<file path="src/rtl/fag_pkg.sv">
// Constants for the flash identifier authentication gate
`default_nettype none
package fag_pkg;
  // Setting location in flash and its layout
  localparam logic [31:0] SET_BASE = 32'h0fffffa0;
  localparam logic [31:0] SET_STRIDE = 32'h00000004;
  localparam int SET_WORDS = 4;
  localparam int CTRL_MSB = 31;
  localparam int CTRL_LSB = 24;
  localparam int ID_BITS = 120;
  // Control codes
  localparam logic [7:0] CODE_OPEN_ID = 8'h52;
  localparam logic [7:0] CODE_ERASE_FAIL = 8'h45;
  // Lock identifier pattern, first byte in the top bits
  localparam logic [119:0] LOCK_ID = {56'h50726f74656374, 64'hffffffffffffffff};
  // Failed attempts before erase
  localparam logic [1:0] FAIL_LIMIT = 2'h3;
  // Register byte offsets
  localparam logic [7:0] OFS_STATUS = 8'h00;
  localparam logic [7:0] OFS_IRQ_STAT = 8'h04;
  localparam logic [7:0] OFS_IRQ_CLR = 8'h08;
  localparam logic [7:0] OFS_IRQ_EN = 8'h0c;
  localparam logic [7:0] OFS_AW_START = 8'h10;
  localparam logic [7:0] OFS_AW_END = 8'h14;
  localparam logic [7:0] OFS_AW_CTRL = 8'h18;
  localparam logic [7:0] OFS_CTRL_CODE = 8'h1c;
  // Interrupt event bits
  localparam int EV_PASS = 0;
  localparam int EV_FAIL = 1;
  localparam int EV_ERASE = 2;
  localparam int EV_ERASED = 3;
  localparam int EV_W = 4;
  // Protection modes and state encodings
  typedef enum logic [1:0] {MODE_ERASE_ALWAYS, MODE_ERASE_FAIL, MODE_OPEN_ID, MODE_LOCKED} fag_mode_t;
  typedef enum logic [2:0] {BS_IDLE, BS_AUTH, BS_ERASE, BS_OPEN} fag_boot_t;
  typedef enum logic [1:0] {DS_IDLE, DS_AUTH, DS_OPEN} fag_dbg_t;
  typedef enum logic [1:0] {LD_REQ, LD_WAIT, LD_DONE} fag_load_t;
endpackage
`default_nettype wire

</file>
<file path="src/rtl/fag_gate.sv">
// Flash identifier authentication gate with AHB-Lite registers
//
// Function
// Open-ID setting requires boot identifier authentication
// Boot match opens read, program, erase
// Boot mismatch denies and awaits retry
// Debugger authenticated alike, retry on mismatch
// Lock pattern makes every identifier mismatch
// Lock after reset cannot be removed
// Setting is control byte plus fifteen bytes
// Setting fetched from fixed flash address
// Four words, control byte topmost first
// Host must present stored identifier
// Boot host authenticated after boot startup
// Debugger authenticated after single-chip startup
// Access window blocks program outside it
// Other codes erase boot, authenticate debugger
// Erase-fail code erases after three failures
// Match only when all fifteen bytes equal
`default_nettype none
module fag_gate #(
  parameter int AW_W = 32
) (
  // Clock and reset
  input wire logic CLOCK,
  input wire logic RESET_N,
  // AHB-Lite slave
  input wire logic HSEL,
  input wire logic [31:0] HADDR,
  input wire logic [1:0] HTRANS,
  input wire logic HWRITE,
  input wire logic [2:0] HSIZE,
  input wire logic [31:0] HWDATA,
  input wire logic HREADY,
  output logic [31:0] HRDATA,
  output logic HREADYOUT,
  output logic HRESP,
  // Setting fetch from flash
  output logic FLASH_RD_REQ,
  output logic [31:0] FLASH_RD_ADDR,
  input wire logic [31:0] FLASH_RD_DATA,
  input wire logic FLASH_RD_VALID,
  // Connections and identifier presentation
  input wire logic BOOT_CONN,
  input wire logic DBG_CONN,
  input wire logic AUTH_REQ,
  input wire logic AUTH_DBG,
  input wire logic [119:0] AUTH_ID,
  output logic AUTH_DONE,
  output logic AUTH_OK,
  // Flash rights and erase
  output logic BOOT_ACCESS,
  output logic DBG_LINK,
  output logic ERASE_REQ,
  input wire logic ERASE_DONE,
  // Program and erase window check
  input wire logic [AW_W-1:0] PE_ADDR,
  output logic PE_BLOCK,
  // Interrupt
  output logic IRQ
);

  function automatic logic [31:0] word_addr(input logic [1:0] idx);
    word_addr = fag_pkg::SET_BASE + fag_pkg::SET_STRIDE * {30'h0, idx};
  endfunction

  // Setting load state
  fag_pkg::fag_load_t ld_r, ld_nxt;
  logic [1:0] widx_r, widx_nxt;
  logic [31:0] w0_r, w0_nxt, w1_r, w1_nxt, w2_r, w2_nxt, w3_r, w3_nxt;

  // fixed address fetch
  always_comb begin
    ld_nxt = ld_r;
    widx_nxt = widx_r;
    w0_nxt = w0_r;
    w1_nxt = w1_r;
    w2_nxt = w2_r;
    w3_nxt = w3_r;
    case (ld_r)
      fag_pkg::LD_REQ: begin
        ld_nxt = fag_pkg::LD_WAIT;
      end
      fag_pkg::LD_WAIT: begin
        if (FLASH_RD_VALID) begin
          case (widx_r)
            2'h0: w0_nxt = FLASH_RD_DATA;
            2'h1: w1_nxt = FLASH_RD_DATA;
            2'h2: w2_nxt = FLASH_RD_DATA;
            default: w3_nxt = FLASH_RD_DATA;
          endcase
          widx_nxt = widx_r + 2'h1;
          ld_nxt = (widx_r == 2'(fag_pkg::SET_WORDS - 1)) ? fag_pkg::LD_DONE : fag_pkg::LD_REQ;
        end
      end
      fag_pkg::LD_DONE: begin
        ld_nxt = fag_pkg::LD_DONE;
      end
      default: begin
        ld_nxt = fag_pkg::LD_REQ;
      end
    endcase
  end

  always_ff @(posedge CLOCK) begin
    if (!RESET_N) begin
      ld_r <= fag_pkg::LD_REQ;
      widx_r <= 2'h0;
      w0_r <= 32'h0;
      w1_r <= 32'h0;
      w2_r <= 32'h0;
      w3_r <= 32'h0;
    end else begin
      ld_r <= ld_nxt;
      widx_r <= widx_nxt;
      w0_r <= w0_nxt;
      w1_r <= w1_nxt;
      w2_r <= w2_nxt;
      w3_r <= w3_nxt;
    end
  end

  assign FLASH_RD_REQ = (ld_r == fag_pkg::LD_REQ);
  assign FLASH_RD_ADDR = word_addr(widx_r);

  // control byte and identifier
  // control byte topmost, bytes in order
  logic loaded;
  logic [7:0] ctrl_code;
  logic [119:0] stored_id;
  fag_pkg::fag_mode_t mode;
  assign loaded = (ld_r == fag_pkg::LD_DONE);
  assign ctrl_code = w0_r[fag_pkg::CTRL_MSB:fag_pkg::CTRL_LSB];
  assign stored_id = {w0_r[fag_pkg::CTRL_LSB-1:0], w1_r, w2_r, w3_r};

  // mode only taken from flash at reset
  always_comb begin
    if (ctrl_code == fag_pkg::CODE_OPEN_ID) begin
      mode = (stored_id == fag_pkg::LOCK_ID) ? fag_pkg::MODE_LOCKED : fag_pkg::MODE_OPEN_ID;
    end else if (ctrl_code == fag_pkg::CODE_ERASE_FAIL) begin
      mode = fag_pkg::MODE_ERASE_FAIL;
    end else begin
      mode = fag_pkg::MODE_ERASE_ALWAYS;
    end
  end

  // all fifteen bytes compared
  // locked setting never matches
  // host supplies the stored identifier
  logic id_match;
  assign id_match = loaded && (mode != fag_pkg::MODE_LOCKED) && (AUTH_ID == stored_id);

  // Authentication state
  fag_pkg::fag_boot_t bs_r, bs_nxt;
  fag_pkg::fag_dbg_t ds_r, ds_nxt;
  logic [1:0] fails_r, fails_nxt;
  logic done_r, done_nxt, ok_r, ok_nxt;
  logic [fag_pkg::EV_W-1:0] ev;
  logic boot_try, dbg_try;
  assign boot_try = AUTH_REQ && !AUTH_DBG && (bs_r == fag_pkg::BS_AUTH);
  assign dbg_try = AUTH_REQ && AUTH_DBG && (ds_r == fag_pkg::DS_AUTH);

  always_comb begin
    bs_nxt = bs_r;
    ds_nxt = ds_r;
    fails_nxt = fails_r;
    done_nxt = boot_try || dbg_try;
    ok_nxt = (boot_try || dbg_try) && id_match;
    ev = '0;
    case (bs_r)
      fag_pkg::BS_IDLE: begin
        // authentication on boot connection
        if (loaded && BOOT_CONN) begin
          // other codes erase without authentication
          if (mode == fag_pkg::MODE_ERASE_ALWAYS) begin
            bs_nxt = fag_pkg::BS_ERASE;
            ev[fag_pkg::EV_ERASE] = 1'b1;
          end else begin
            // open-ID needs authentication
            bs_nxt = fag_pkg::BS_AUTH;
          end
        end
      end
      fag_pkg::BS_AUTH: begin
        if (!BOOT_CONN) begin
          bs_nxt = fag_pkg::BS_IDLE;
        end else if (boot_try) begin
          if (id_match) begin
            // match opens flash rights
            bs_nxt = fag_pkg::BS_OPEN;
            fails_nxt = 2'h0;
          end else if (mode == fag_pkg::MODE_ERASE_FAIL && fails_r == fag_pkg::FAIL_LIMIT - 2'h1) begin
            // third failure erases
            bs_nxt = fag_pkg::BS_ERASE;
            fails_nxt = 2'h0;
            ev[fag_pkg::EV_ERASE] = 1'b1;
          end else begin
            // mismatch keeps awaiting
            fails_nxt = (mode == fag_pkg::MODE_ERASE_FAIL) ? fails_r + 2'h1 : 2'h0;
          end
        end
      end
      fag_pkg::BS_ERASE: begin
        if (ERASE_DONE) begin
          bs_nxt = BOOT_CONN ? fag_pkg::BS_OPEN : fag_pkg::BS_IDLE;
          ev[fag_pkg::EV_ERASED] = 1'b1;
        end
      end
      fag_pkg::BS_OPEN: begin
        if (!BOOT_CONN) begin
          bs_nxt = fag_pkg::BS_IDLE;
        end
      end
      default: begin
        bs_nxt = fag_pkg::BS_IDLE;
      end
    endcase
    case (ds_r)
      fag_pkg::DS_IDLE: begin
        // authentication on debugger connection
        if (loaded && DBG_CONN) begin
          ds_nxt = fag_pkg::DS_AUTH;
        end
      end
      fag_pkg::DS_AUTH: begin
        // debug link only after match
        if (!DBG_CONN) begin
          ds_nxt = fag_pkg::DS_IDLE;
        end else if (dbg_try && id_match) begin
          ds_nxt = fag_pkg::DS_OPEN;
        end
      end
      fag_pkg::DS_OPEN: begin
        if (!DBG_CONN) begin
          ds_nxt = fag_pkg::DS_IDLE;
        end
      end
      default: begin
        ds_nxt = fag_pkg::DS_IDLE;
      end
    endcase
    ev[fag_pkg::EV_PASS] = ok_nxt;
    ev[fag_pkg::EV_FAIL] = done_nxt && !ok_nxt;
  end

  always_ff @(posedge CLOCK) begin
    if (!RESET_N) begin
      bs_r <= fag_pkg::BS_IDLE;
      ds_r <= fag_pkg::DS_IDLE;
      fails_r <= 2'h0;
      done_r <= 1'b0;
      ok_r <= 1'b0;
    end else begin
      bs_r <= bs_nxt;
      ds_r <= ds_nxt;
      fails_r <= fails_nxt;
      done_r <= done_nxt;
      ok_r <= ok_nxt;
    end
  end

  assign AUTH_DONE = done_r;
  assign AUTH_OK = ok_r;
  assign BOOT_ACCESS = (bs_r == fag_pkg::BS_OPEN);
  assign DBG_LINK = (ds_r == fag_pkg::DS_OPEN);
  assign ERASE_REQ = (bs_r == fag_pkg::BS_ERASE);

  // Bus and software registers
  logic wr_pend_r, wr_pend_nxt, blk_r, blk_nxt;
  logic [7:0] wr_ofs_r, wr_ofs_nxt;
  logic [31:0] rdata_r, rdata_nxt;
  logic [fag_pkg::EV_W-1:0] ist_r, ist_nxt, ien_r, ien_nxt;
  logic [AW_W-1:0] aw_lo_r, aw_lo_nxt, aw_hi_r, aw_hi_nxt;
  logic aw_en_r, aw_en_nxt;
  logic take;
  assign take = HSEL && HTRANS[1] && HREADY;

  function automatic logic [31:0] reg_read(input logic [7:0] ofs, input logic [31:0] stat,
                                           input logic [fag_pkg::EV_W-1:0] ist, input logic [fag_pkg::EV_W-1:0] ien,
                                           input logic [AW_W-1:0] lo, input logic [AW_W-1:0] hi,
                                           input logic en, input logic [7:0] code);
    case (ofs)
      fag_pkg::OFS_STATUS: reg_read = stat;
      fag_pkg::OFS_IRQ_STAT: reg_read = 32'(ist);
      fag_pkg::OFS_IRQ_EN: reg_read = 32'(ien);
      fag_pkg::OFS_AW_START: reg_read = 32'(lo);
      fag_pkg::OFS_AW_END: reg_read = 32'(hi);
      fag_pkg::OFS_AW_CTRL: reg_read = {31'h0, en};
      fag_pkg::OFS_CTRL_CODE: reg_read = {24'h0, code};
      default: reg_read = 32'h0;
    endcase
  endfunction

  always_comb begin
    wr_pend_nxt = take && HWRITE;
    wr_ofs_nxt = take ? HADDR[7:0] : wr_ofs_r;
    rdata_nxt = rdata_r;
    if (take && !HWRITE) begin
      rdata_nxt = reg_read(HADDR[7:0],
                           {22'h0, fails_r, bs_r, 2'(ds_r), 2'(mode), loaded},
                           ist_r, ien_r, aw_lo_r, aw_hi_r, aw_en_r, ctrl_code);
    end
    ist_nxt = ist_r;
    ien_nxt = ien_r;
    aw_lo_nxt = aw_lo_r;
    aw_hi_nxt = aw_hi_r;
    aw_en_nxt = aw_en_r;
    if (wr_pend_r) begin
      case (wr_ofs_r)
        fag_pkg::OFS_IRQ_CLR: ist_nxt = ist_r & ~HWDATA[fag_pkg::EV_W-1:0];
        fag_pkg::OFS_IRQ_EN: ien_nxt = HWDATA[fag_pkg::EV_W-1:0];
        fag_pkg::OFS_AW_START: aw_lo_nxt = HWDATA[AW_W-1:0];
        fag_pkg::OFS_AW_END: aw_hi_nxt = HWDATA[AW_W-1:0];
        fag_pkg::OFS_AW_CTRL: aw_en_nxt = HWDATA[0];
        default: ist_nxt = ist_r;
      endcase
    end
    // Event set wins over clear
    ist_nxt = ist_nxt | ev;
    // program and erase outside window blocked
    blk_nxt = aw_en_r && ((PE_ADDR < aw_lo_r) || (PE_ADDR >= aw_hi_r));
  end

  always_ff @(posedge CLOCK) begin
    if (!RESET_N) begin
      wr_pend_r <= 1'b0;
      wr_ofs_r <= 8'h0;
      rdata_r <= 32'h0;
      ist_r <= '0;
      ien_r <= '0;
      aw_lo_r <= '0;
      aw_hi_r <= '0;
      aw_en_r <= 1'b0;
      blk_r <= 1'b0;
    end else begin
      wr_pend_r <= wr_pend_nxt;
      wr_ofs_r <= wr_ofs_nxt;
      rdata_r <= rdata_nxt;
      ist_r <= ist_nxt;
      ien_r <= ien_nxt;
      aw_lo_r <= aw_lo_nxt;
      aw_hi_r <= aw_hi_nxt;
      aw_en_r <= aw_en_nxt;
      blk_r <= blk_nxt;
    end
  end

  assign HRDATA = rdata_r;
  assign HREADYOUT = 1'b1;
  assign HRESP = 1'b0;
  assign PE_BLOCK = blk_r;
  assign IRQ = |(ist_r & ien_r);

endmodule
`default_nettype wire

</file>
<file path="config.mk">
export PLATFORM = sky130hd
export DESIGN_NAME = fag_gate
export DESIGN_NICKNAME = d
export VERILOG_FILES = /design/src/rtl/fag_pkg.sv /design/src/rtl/fag_gate.sv
export SDC_FILE = /design/constraint.sdc
export NUM_CORES = 1
export LEC_CHECK = 0
export ABC_AREA = 1
export BUFFER_PORTS_ARGS = -buffer_cell sky130_fd_sc_hd__buf_2
export CORE_MARGIN = 2
export CORE_UTILIZATION = 40
export CTS_BUF_LIST = sky130_fd_sc_hd__clkbuf_4 sky130_fd_sc_hd__clkbuf_8
export CTS_CLUSTER_DIAMETER = 150
export DETAILED_ROUTE_END_ITERATION = 10
export PLACE_DENSITY = 0.61
export SLEW_MARGIN = 25
export SYNTH_ARGS = -nofsm -noshare
export SYNTH_HDL_FRONTEND = slang
export SYNTH_SLANG_ARGS = --single-unit
export TNS_END_PERCENT = 100
</file>
<file path="constraint.sdc">
create_clock -name CLOCK -period 4 [get_ports CLOCK]
set_input_delay 0 -clock CLOCK [delete_from_list [all_inputs] [get_ports CLOCK]]
set_output_delay 0 -clock CLOCK [all_outputs]
set_load 0.005 [all_outputs]
</file>
# Yosys cells after proc, flatten, opt, wreduce, memory -nomap -nowiden
# Index checks and enable logic that the tools add are counted.
# op_classes
order_cmp	2
add_sub_neg	3
n_reduce_logical	42
mux	36
eq_ne	37
bitwise_logic	5
# ops
op	count
$pmux 32 s7	1
$eq 120x119->1 const B	1
$eq 120x120->1	1
$eq 8x5->1 const B	7
$ge 32x32->1	1
$lt 32x32->1	1
$add 28x4->29 const A	1
$eq 8x4->1 const B	3
$mux 2	12
$mux 3	7
$reduce_and 3->1	6
$logic_and 1x1->1	17
$eq 8x7->1 const B	2
$ne 2x2->1 const B	6
$pmux 2 s3	2
$pmux 3 s4	1
$eq 2x2->1 const B	5
$mux 1	10
$reduce_and 2->1	5
$and 4x4->4	2
$eq 2x1->1 const B	4
$eq 8x3->1 const B	1
$logic_not 2->1	4
$logic_not 8->1	1
18 further kinds	24
# word_totals
out_inout_bits	74
inputBits	264
wordCells	145
register_bits	256

# Depth between registers and ports, before layout
# logic_depth
ltp_word	11
ltp_mapped	16
mapped_depth_nobuf	16

# Least setup slack after synthesis
# Ideal clock, no wire load.
# synth_path
path_type	reg-to-reg
start	register w3_r[16]
end	register bs_r[0]
t_required_ps	3885
path_stages_with_launch	16
arrival_ps	1396
synth_period_minus_slack_ps	1511
setup_slack_ps	2489
path_buffers	0
setup_ps	115
path_cell_list	dfxtp_1 inv_2 nand2_2 nand2_1 nor2_1 nand2_1 nor2_1 nand2_1 nor2_2 nand3_2 o21bai_1 nand2_1 nand2_2 nand3_1 nand2_1 nor2_1
# synth_via
elab_chain_len	10
word_cells_on_any_way	18
classes_between	eq/ne: 5; mux: 8; reduce/logical: 5
# synth_lines
element	line	text
start: declaration	fag_gate.sv:70	logic [31:0] w0_r, w0_nxt, w1_r, w1_nxt, w2_r, w2_nxt, w3_r, w3_nxt;
start signal: assignment	fag_gate.sv:119	w3_r <= w3_nxt;
$eq 120x119->1	fag_gate.sv:139	mode = (stored_id == fag_pkg::LOCK_ID) ? fag_pkg::MODE_LOCKED : fag_pkg::MODE_OPEN_ID;
$mux 1	fag_gate.sv:139	
$mux 2	fag_gate.sv:138	if (ctrl_code == fag_pkg::CODE_OPEN_ID) begin
$ne 2x2->1	fag_gate.sv:151	assign id_match = loaded && (mode != fag_pkg::MODE_LOCKED) && (AUTH_ID == stored_id);
$logic_and 1x1->1 (2 in series)	fag_gate.sv:151	
$mux 3	fag_gate.sv:188	if (id_match) begin
$mux 3	fag_gate.sv:187	end else if (boot_try) begin
$mux 3	fag_gate.sv:185	if (!BOOT_CONN) begin
$pmux 3 s4	fag_gate.sv:170	case (bs_r)
end signal: assignment	fag_gate.sv:248	bs_r <= fag_pkg::BS_IDLE;
end signal: assignment	fag_gate.sv:254	bs_r <= bs_nxt;
end: declaration	fag_gate.sv:154	fag_pkg::fag_boot_t bs_r, bs_nxt;
# Several ways; a longest one is shown, not always the timed one. The select of a mux whose other input is x is not followed.
# A chain may end at the register's enable or synchronous reset.

# Final worst setup path
# layout_path
start	register w3_r[13]
end	register bs_r[1]
# The elaborated chain is that of the path after synthesis.

==> results.cfg <==
[outcome]
status = completed

[global_routing]
grt_max_degree = 101
global_route.usage.met1_pct = 35.7
met3_usage_pct = 4.71
met2_usage_pct = 49.1
grt_overflow = 0
top_usage_layer = met2
gr-usage-all-layers_pct = 28.7
grt_pass1_wl_um = 86500
grt_pass1_vias = 15500
antenna_found_initial = 2

[sta]
timing.fmax_mhz = 370
setup_ws_ns = 1.30
skew_ns = 0.0197
min_period_ns = 2.70
rsz0062_at_grt = false
hold_slack_ns = 0.0648
worst_pin_slew_ns = 1.03
setup_violations = 0
fin_setup_tns_ns = 0
slew_violations = 0
hold_viol = 0
min_period_over_period_pct = 67.5
slew_headroom_pct = 31.2

[cts]
cts_made_buffers = 48
cts_tree = built
insertion_delay_ns = 0.61
cts.path.max_buffers = 3
clk_pin_slew_ns = 0.06
cts.sinks = 255
ctsHtreeMaxLevel = 2
clock-root-buffer = clkbuf_8

[routing]
firstDrtPassIters = 6
ant_nets = 0
viasPerCell = 4.97
drc_errors = 0
drtIter0Drc = 1205
wl_um = 58200
routedWlPerCell_um = 17.3
route.vias.total = 16700

[worst_setup_path]
critPathCaptureType = flip-flop
cpPeakStageDelay_ns = 0.56
crit_required_ns = 4.53
worstSetupPathType = reg -> reg
path_buf_inv = 3
critPathTopFamily = simple AND/OR/NAND/NOR gates
crit_slowest_cell = dlygate4sd3_1
crit_top_cell = nand2_1
start_kind = flip-flop
crit_chain = inv_1, nand2_1, nand2_1, nor2_1, nand3_1, nor2_1, nand2_1, nor2_1, nand2_1, nor2_1, nand2_1, nand3_1, nand3_1, nand2_1, inv_1, nor2_1, dlygate4sd3_1
path_max_fanout = 4
arrival_ns = 3.23

[synth]
synth-xor-area-share_pct = 0.690
syn-cell-area_um2 = 15200
yosysWarnings = 0
synthDistinctLibCells = 46
synth_top_family_by_area = simple AND/OR/NAND/NOR gates
syn_avg_cell_area_um2 = 6.17
synthSimpleGateAreaFrac_pct = 28.0
ys_ff_latch = 255
syn_inst = 2469
synth_async_sr_flop_share_pct = 0
synth.area.top_cells = dfxtp_1 34%, nand2_1 18%, a21oi_1 9.2%
ys.flop_type = dfxtp_1
synth_fa_ha_area_share_pct = 5.58
synth_compound_area_share_pct = 19.1
yosysTopAreaCellShare_pct = 33.5
synthMuxAreaShare_pct = 0
synth-edff-count = 0
seq_area_frac_synth_pct = 33.5
synth_top_cell_by_area = dfxtp_1

[power_and_ir_drop]
pwr_density_cell_nw_per_um2 = 336
peakVddDrop_v = 0.000211
leakage_nw = 8.63
power_mw = 6.30

[flow_run]
maxCapViolCount = 0

[final_layout]
final_cell_mix = 732 x nand2_1, 336 x inv_1, 280 x a21oi_1, 276 x buf_2, 259 x nor2_1
area_growth_pct = 23.2
fill_cells = 4016
nets = 3148
mostFrequentLayoutCell = nand2_1
drive_gt1_share_pct = 15.4

[hold_path]
hold_path.class = in -> reg

[floorplanning]
dieArea_um2 = 39700
coreArea_um2 = 37600
initial_core_util_pct = 40.5
ios = 338
die_y_um = 199
rows = 71
die_w_um = 199

[placement]
dp_hpwl_um = 45000
gp_congestion = 1.01
portBuffers = 277
place_ws_ns = 1.78
-- layer usage --
layer	part of all wire [%]	vias up
met5	0.022	-
met4	3.9	2
met3	8.3	107
met2	47	652
met1	41	7491
li1	-	8440
-- worst min-delay path, cell delays in order --
cell     delay [ns]
buf_2          0.09
nand3_1        0.39
a21oi_1        0.12
-- metrics by stage --
step / cells / instance area, um^2 / utilization [%]
after floorplan: 2499 / 15300 / -
after global placement: 3190 / 16900 / 45.0
after detailed placement: 3190 / 16900 / 45.0
after CTS: 3358 / 18800 / 49.9
after global routing: 3358 / 18800 / 49.9
final: 3359 / 18800 / 49.9
-- synthesized netlist by cell type, types with 3 or more instances --
cell type	number
nand2_1	733
inv_1	336
a21oi_1	280
nor2_1	260
dfxtp_1	255
o21ai_0	216
ha_1	68
clkbuf_1	65
inv_2	42
nand3_1	36
o22ai_1	35
buf_4	32
nand4_1	14
nor3_1	13
nor2_2	8
xor2_1	8
o211ai_1	7
buf_2	6
nand2_2	6
o21ai_1	5
clkbuf_2	4
xnor2_1	4
a211oi_1	3
nor2_4	3
-- area by class of cell --
cell class              count  area, um^2  share of cell area [%]
multi-input cells        1755        8270                    44.1
flip-flops and latches    255        5100                    27.2
repair buffers            376        2350                    12.5
inverters                 380        1430                    7.61
clock buffers              79         962                    5.13
well taps                 511         639                    3.41
clock inverters             2        10.0                  0.0533
diodes                      1        2.50                  0.0133
-- cells by family (layout without fill, tap and decap cells) --
| kind of cell | Yosys count | after routing |
|---|---|---|
| buffers and inverters | 489 | 837 |
| other | 2 | 33 |
| AOI/OAI and AO/OA | 560 | 560 |
| DFF | 255 | 255 |
| and+or+nand+nor | 1083 | 1083 |
| adders and majority gates | 68 | 68 |
| xor gates and xnor gates | 12 | 12 |
-- final timing paths --
kind | startpoint | endpoint | slack [ns] | cells after the start
worst max-delay path | w3_r[13] | bs_r[1] | 1.30 | 17
worst min-delay path | HREADY | wr_ofs_r[2] | 0.06 | 3
worst max register to register | w3_r[13] | bs_r[1] | 1.30 | 17
worst min register to register | aw_en_r | PE_BLOCK | 0.46 | 2
-- state kept, by name (all words and copies together) (netlist names), 2 cells and up --
name / count
aw_hi_r: 32
wr_ofs_r: 8
w1_r: 32
ien_r: 4
widx_r: 2
ist_r: 4
ld_r: 2
w3_r: 32
w0_r: 32
w2_r: 32
aw_lo_r: 32
HRDATA: 32
ds_r: 2
bs_r: 2
fails_r: 2
-- what timing repair did --
action	in CTS	in global routing
hold buffers	87	0
endpoints found under the hold margin	232	0
endpoints found under the setup margin	0	0
gates resized for setup	0	0
setup buffers	0	0
-- report_power, final --
group	total, mW	switching, mW	internal (mW)
logic	0.979	0.609	0.370
clock network	2.66	1.16	1.50
registers	2.66	0.0562	2.60
total	6.30	1.83	4.47
Power figures use the tool's default switching activity.
